## config.mk

```make
export PLATFORM = sky130hd
export DESIGN_NAME = peak_code_tracker
export DESIGN_NICKNAME = d
export VERILOG_FILES = /design/src/hw/peak_pkg.sv /design/src/hw/peak_channel.sv /design/src/hw/peak_code_tracker.sv
export SDC_FILE = /design/constraint.sdc
export NUM_CORES = 1
export LEC_CHECK = 0
export BUFFER_PORTS_ARGS = -buffer_cell sky130_fd_sc_hd__buf_2
export CORE_ASPECT_RATIO = 2
export CORE_MARGIN = 2
export CORE_UTILIZATION = 30
export CTS_CLUSTER_SIZE = 24
export DETAILED_ROUTE_END_ITERATION = 8
export HOLD_SLACK_MARGIN = 0.15
export PLACE_DENSITY = 0.47
export REMOVE_ABC_BUFFERS = 1
export SLEW_MARGIN = 20
export SYNTH_ARGS = -nofsm -noshare
export SYNTH_HDL_FRONTEND = slang
export SYNTH_SLANG_ARGS = --single-unit
```

## constraint.sdc

```tcl
create_clock -name clk -period 2.7 [get_ports clk]
set_clock_uncertainty 0.15 [all_clocks]
set_input_delay 0.135 -clock clk [delete_from_list [all_inputs] [get_ports clk]]
set_output_delay 0.135 -clock clk [all_outputs]
set_load 0.05 [all_outputs]
```

## src/hw/peak_pkg.sv

```systemverilog
package peak_pkg;

   // Register port widths
   localparam int ADDR_W = 8;
   localparam int BYTE_W = 8;
   localparam int PEAK_W = 2 * BYTE_W;

   // Tracked channels and converter channel select width
   localparam int NUM_CH = 4;
   localparam int CH_IDX_W = 2;
   localparam int CONV_CH_W = 3;

   // Peak register byte addresses
   localparam logic [ADDR_W-1:0] ADDR_PEAK_CH0_LOW = 8'h60;
   localparam logic [ADDR_W-1:0] ADDR_PEAK_CH0_HIGH = 8'h61;
   localparam logic [ADDR_W-1:0] ADDR_PEAK_CH1_LOW = 8'h62;
   localparam logic [ADDR_W-1:0] ADDR_PEAK_CH1_HIGH = 8'h63;
   localparam logic [ADDR_W-1:0] ADDR_PEAK_CH2_LOW = 8'h64;
   localparam logic [ADDR_W-1:0] ADDR_PEAK_CH2_HIGH = 8'h65;
   localparam logic [ADDR_W-1:0] ADDR_PEAK_CH3_LOW = 8'h66;
   localparam logic [ADDR_W-1:0] ADDR_PEAK_CH3_HIGH = 8'h67;

   // Span of the peak block, two bytes per channel
   localparam logic [ADDR_W-1:0] PEAK_SPAN = 8'h08;

   // Reset and idle values
   localparam logic [PEAK_W-1:0] PEAK_RESET = 16'h0000;
   localparam logic [BYTE_W-1:0] BYTE_CLEAR = 8'h00;
   localparam logic [BYTE_W-1:0] RDATA_UNMAPPED = 8'h00;

   // Result of decoding a register address
   typedef struct packed {
      logic hit;
      logic [CH_IDX_W-1:0] ch;
      logic high;
   } peak_decode_t;

endpackage
```

## src/hw/peak_channel.sv

```systemverilog
`timescale 1ns/1ps

// Peak recorder for one channel, with per-byte clear on read
module peak_channel
   import peak_pkg::*;
(
   input wire logic clk, // Device clock
   input wire logic rst, // Asynchronous reset, active high
   input wire logic sample_valid, // New result for this channel
   input wire logic [PEAK_W-1:0] sample_code, // Conversion code
   input wire logic clr_low, // Low byte read this cycle
   input wire logic clr_high, // High byte read this cycle
   output logic [PEAK_W-1:0] peak // Recorded peak
);

   typedef struct packed {
      logic [PEAK_W-1:0] peak;
   } chan_state_t;

   chan_state_t state;
   chan_state_t next_state;
   logic [PEAK_W-1:0] base;

   // Clear first, then compare, so a sample in the read cycle is kept
   always_comb begin
      next_state = state;
      base = state.peak;
      if (clr_low) begin
         base[BYTE_W-1:0] = BYTE_CLEAR;
      end
      if (clr_high) begin
         base[PEAK_W-1:BYTE_W] = BYTE_CLEAR;
      end
      if (sample_valid && (sample_code > base)) begin
         next_state.peak = sample_code;
      end else begin
         next_state.peak = base;
      end
   end

   // State register
   always_ff @(posedge clk or posedge rst) begin
      if (rst) begin
         state.peak <= PEAK_RESET;
      end else begin
         state <= next_state;
      end
   end

   assign peak = state.peak;

endmodule

```

## src/hw/peak_code_tracker.sv

```systemverilog
// Functional notes
// - Keep largest code per channel since read
// - Read returns value, then clears that byte
// - Reset zeroes all channel 0-3 peaks
// - Byte pairs at 0x60..0x67, low byte even
// - Channel 0 low byte at 0x60, read-clear
`timescale 1ns/1ps

module peak_code_tracker
   import peak_pkg::*;
(
   input wire logic clk, // Device clock
   input wire logic rst, // Asynchronous reset, active high
   input wire logic conv_valid, // One-cycle strobe, new result
   input wire logic [CONV_CH_W-1:0] conv_channel, // Channel of the result
   input wire logic [PEAK_W-1:0] conv_code, // Conversion code
   input wire logic reg_rd, // Register read strobe
   input wire logic reg_wr, // Register write strobe
   input wire logic [ADDR_W-1:0] reg_addr, // Register byte address
   output logic [BYTE_W-1:0] reg_rdata, // Read data, held until next access
   output logic reg_ack // One-cycle access answer
);

   typedef struct packed {
      logic [BYTE_W-1:0] rdata;
      logic ack;
   } bus_state_t;

   bus_state_t state;
   bus_state_t next_state;
   peak_decode_t dec;
   logic [PEAK_W-1:0] peak [NUM_CH];
   logic [NUM_CH-1:0] clr_low;
   logic [NUM_CH-1:0] clr_high;
   logic [NUM_CH-1:0] sample_valid;

   // Map an address onto channel and byte; outside the block gives no hit
   function automatic peak_decode_t decode_addr(input logic [ADDR_W-1:0] addr);
      peak_decode_t d;
      logic [ADDR_W-1:0] off;
      off = addr - ADDR_PEAK_CH0_LOW;
      d.hit = (addr >= ADDR_PEAK_CH0_LOW) && (off < PEAK_SPAN);
      d.ch = off[CH_IDX_W:1];
      d.high = off[0];
      return d;
   endfunction

   // Pick one byte of a channel's peak
   function automatic logic [BYTE_W-1:0] pick_byte(input logic [PEAK_W-1:0] value, input logic high);
      logic [BYTE_W-1:0] b;
      if (high) begin
         b = value[PEAK_W-1:BYTE_W];
      end else begin
         b = value[BYTE_W-1:0];
      end
      return b;
   endfunction

   assign dec = decode_addr(reg_addr);

   // One recorder per channel; converter channels above 3 are not tracked here
   genvar i;
   generate
      for (i = 0; i < NUM_CH; i = i + 1) begin : g_ch
         assign sample_valid[i] = conv_valid && (conv_channel == CONV_CH_W'(i));
         assign clr_low[i] = reg_rd && dec.hit && (dec.ch == CH_IDX_W'(i)) && !dec.high;
         assign clr_high[i] = reg_rd && dec.hit && (dec.ch == CH_IDX_W'(i)) && dec.high;
         peak_channel u_chan (
            .clk(clk),
            .rst(rst),
            .sample_valid(sample_valid[i]),
            .sample_code(conv_code),
            .clr_low(clr_low[i]),
            .clr_high(clr_high[i]),
            .peak(peak[i])
         );
      end
   endgenerate

   // Read answer: the value before the clear, registered for one cycle of ack
   always_comb begin
      next_state = state;
      next_state.ack = reg_rd || reg_wr;
      if (reg_rd) begin
         if (dec.hit) begin
            next_state.rdata = pick_byte(peak[dec.ch], dec.high);
         end else begin
            next_state.rdata = RDATA_UNMAPPED;
         end
      end else if (reg_wr) begin
         // Registers are read-only, so a write gets an answer and RDATA_UNMAPPED as read data
         next_state.rdata = RDATA_UNMAPPED;
      end
   end

   // Bus answer register
   always_ff @(posedge clk or posedge rst) begin
      if (rst) begin
         state.rdata <= RDATA_UNMAPPED;
         state.ack <= 1'b0;
      end else begin
         state <= next_state;
      end
   end

   assign reg_rdata = state.rdata;
   assign reg_ack = state.ack;

endmodule

```

==> results.tsv <==
stage	metric	value	unit
power_and_ir_drop	switching share of power	0.3820	
floorplanning	Die H	185.9	um
synth	synthesized area	4964	um2
clocking	Num CTS Buffers	9	
critical_path	CP required	2.81	ns
power_and_ir_drop	P_sw	2751	uW
placement	PortBufs	40	
synth	sequential fraction of the synthesis area	0.3680	
synth	synth warn	0	
power_and_ir_drop	P per Cell Area	921.9	nW/um2
finish	synth-to-layout area growth	57.40	%
critical_path	Crit path buffers/inverters	5	
timing	max_slew headroom	0.4850	
critical_path	CP max stage delay	0.39	ns
drt	drt first-iter violations	163	
floorplanning	CORE AREA	16270	um2
clocking	TritonCTS clock tree	done	
critical_path	Critical Path Start	reg_addr[6]	
critical_path	Worst setup SP type	input port	
timing	Hold WS	0.1975	ns
finish	nets	737	
clocking	clock-pin slew on the worst setup and hold paths	0.06	ns
power_and_ir_drop	Seq pwr share	0.277	
floorplanning	Top Ports	41	
timing	RSZ-0062 raised after global routing	yes	
timing	Slew Limit Fails	0	
synth	Post-synth top flop	dfrtp_1	
drt	via count	4453	
global_route	largest net degree at the start of global routing	33	
global_route	vias in the first global route	4901	
synth	EDFF count, synth	0	
timing	measured slew at the worst slew-check pin	0.7714	ns
timing	Final setup viols	64	
synth	Post-Syn Instances	461	
critical_path	critical path cell sequence	buf_8 -> ha_4 -> nor4_4 -> nor3b_2 -> buf_4 -> buf_4 -> nand2_4 -> buf_6 -> nand2_4 -> ha_4 -> nor2b_1 -> o211ai_1 -> a211o_1 -> o2111ai_2 -> o311ai_4 -> buf_12 -> mux2i_2	
clocking	H-tree Lvls	3	
synth	Async SR Flop Fraction	1.000	
synth	#FFs+latches synth	73	
critical_path	CP delay by family, top	compound AO/OA/AOI/OAI gates	
drt	Via density	5.245	
power_and_ir_drop	Clock Power Share	0.188	
critical_path	CP max FO	8	
finish	# diodes	0	
run_status	outcome	complete, but fails checks	
critical_path	worst endpoint data arrival time	3.11	ns
floorplanning	Initial Util	0.3051	
synth	count leader, synth	nand2_1	
timing	endpoints failing hold	0	
synth	Synth top cells by count	93 x nand2_1, 73 x dfrtp_1, 65 x ha_1, 60 x mux2i_1, 34 x a21oi_1	
power_and_ir_drop	VDD IR-drop max	0.0004103	V
clocking	clk_lat worst skew	0.35	ns
job	max_cap viols	0	
finish	final instance area	7812	um2
placement	pre-CTS WS	-1.094	ns
critical_path	Crit. End Element	flip-flop	
drt	Pre-antenna DRT Iters	4	
critical_path	CP max-delay cell	o211ai_1	
timing	crit share post-route	1.112	
placement	RD Place Congestion	0.8380	
global_route	initial antenna violation count	0	
power_and_ir_drop	leakage power	0.003465	uW
synth	Synth Area per Inst	10.77	um2
timing	setup ws final	-0.3029	ns
critical_path	kind of critical path	in -> reg	
drt	post-DR wirelength/cell	21.36	um
run_status	failing checks	negative setup slack	
power_and_ir_drop	Comb pwr share	0.535	
placement	Post-DP Area	6152	um2
synth	synth unique cells	41	
placement	HPWL Detailed	13.82	mm
global_route	first-pass GRT wire length	27.23	mm
critical_path	worst r2r src	g_ch[1].u_chan.peak[1]$_DFF_PP0_	
timing	FMAX	0.3330	GHz
floorplanning	Die ar.	17650	um2
clocking	CTS sink count	73	
synth	synth top area cells	dfrtp_1 37%, ha_1 16%, mux2i_1 12%	
timing	min Tclk post-route	3.003	ns
drt	final WL	18.14	mm
synth	cell taking the most area after synthesis	dfrtp_1	
synth	Synth top area share	0.3680	
drt	# DRC	0	
hold_path	HP Class	in -> reg	
hold_path	HP Start	conv_channel[1]	
finish	share of cells above drive strength 1	0.4946	
power_and_ir_drop	internal power	4451	uW
clocking	root buffer cell	clkbuf_16	
floorplanning	row count	66	
clocking	clock tree buffer depth	2	
drt	Final ANT Viol Nets	0	
floorplanning	Die W	94.96	um
global_route	gr ovfl total	0	
global_route	GRT Util Overall	0.2145	
## cell families after synthesis
| group | count (synthesis) | share of synthesized area |
|---|---|---|
| AO/OA/AOI/OAI | 69 | 0.1008 |
| adder cells (fa/ha/maj) | 65 | 0.1639 |
| buffers and inverters | 31 | 0.02798 |
| flip-flops | 73 | 0.3680 |
| multiplexers | 80 | 0.2034 |
| AND/OR/NAND/NOR | 143 | 0.1359 |
## path summary, 6_finish.rpt
kind | to | slack (ns) | cells after the start
max in group asynchronous | g_ch[2].u_chan.peak[9]$_DFF_PP0_ | 1.34 | 4
worst min-delay path | g_ch[1].u_chan.peak[0]$_DFF_PP0_ | 0.20 | 4
min in group asynchronous | g_ch[0].u_chan.peak[7]$_DFF_PP0_ | 0.32 | 3
worst min register to register | reg_rdata[7]$_DFFE_PP0P_ | 0.31 | 2
worst max register to register | g_ch[1].u_chan.peak[5]$_DFF_PP0_ | 0.15 | 10
worst max-delay path | g_ch[2].u_chan.peak[9]$_DFF_PP0_ | -0.30 | 17
## registers in the layout (all words and copies together) (netlist names)
signal,count
reg_rdata,8
g_ch.u_chan.peak,64
reg_ack,1
## metal layers
layer / GRT usage / wire length (um) / vias to the layer above
met5: 0 / 0 / -
met4: 0.1420 / 1304 / 0
met3: 0.02753 / 464 / 57
met2: 0.4017 / 10030 / 108
met1: 0.2135 / 6333 / 2231
li1: - / - / 2057
## through the flow
stage	util	power, uW	instances	setup TNS, ns
2_1_floorplan	-	3478	451	-81.33
3_3_place_gp	0.3782	4829	794	-57.96
3_5_place_dp	0.3782	4913	794	-60.51
4_1_cts	0.4402	6659	840	-14.47
5_1_grt	0.4802	7681	849	-22.54
6_report	0.4802	7202	849	-13.94
## repair_timing
| item | 4_1_cts | 5_1_grt |
|---|---|---|
| gates resized for setup | 77 | 103 |
| endpoints found under the hold margin | 84 | 0 |
| hold buffers | 19 | 0 |
| setup endpoints to repair | 64 | 64 |
| pin swaps | 28 | 26 |
| buffers inserted | 13 | 10 |
## area by class of cell
| class | instances | area, um2 |
|---|---|---|
| fillers | 1459 | 8456 |
| multi-input cells | 357 | 3887 |
| flip-flops and latches | 73 | 1827 |
| repair buffers | 178 | 1434 |
| well taps | 204 | 255.2 |
| clock buffers | 11 | 252.7 |
| inverters | 21 | 78.83 |
| clock inverters | 5 | 77.57 |
## layout by cell type (no fill, tap or decap), types with 19 or more instances in the layout
master / Yosys / routed
ha_4: 0 / 37
buf_2: 3 / 38
ha_1: 65 / 27
inv_1: 21 / 20
dfrtp_1: 73 / 73
dlygate4sd3_1: 0 / 19
a21oi_1: 34 / 26
nand2_4: 0 / 19
nand2_1: 93 / 51
mux2i_1: 60 / 57
nand2_2: 0 / 21
buf_4: 0 / 97
## power by group through the flow
stage                     registers (uW)  logic [uW]  clock network, uW
after CTS                           1910        3380               1370
after global placement              1890        2930                  0
after detailed placement            1900        3010                  0
final                               2000        3850               1350
after global routing                2040        4230               1410
after floorplan                     1770        1710                  0
## worst min-delay path: cells and delay by family
family,cells,cell delay [ns]
buffers and inverters,2,0.28
AOI/OAI and AO/OA,1,0.05
muxes,1,0.19
(Power assumes the default switching activity.)
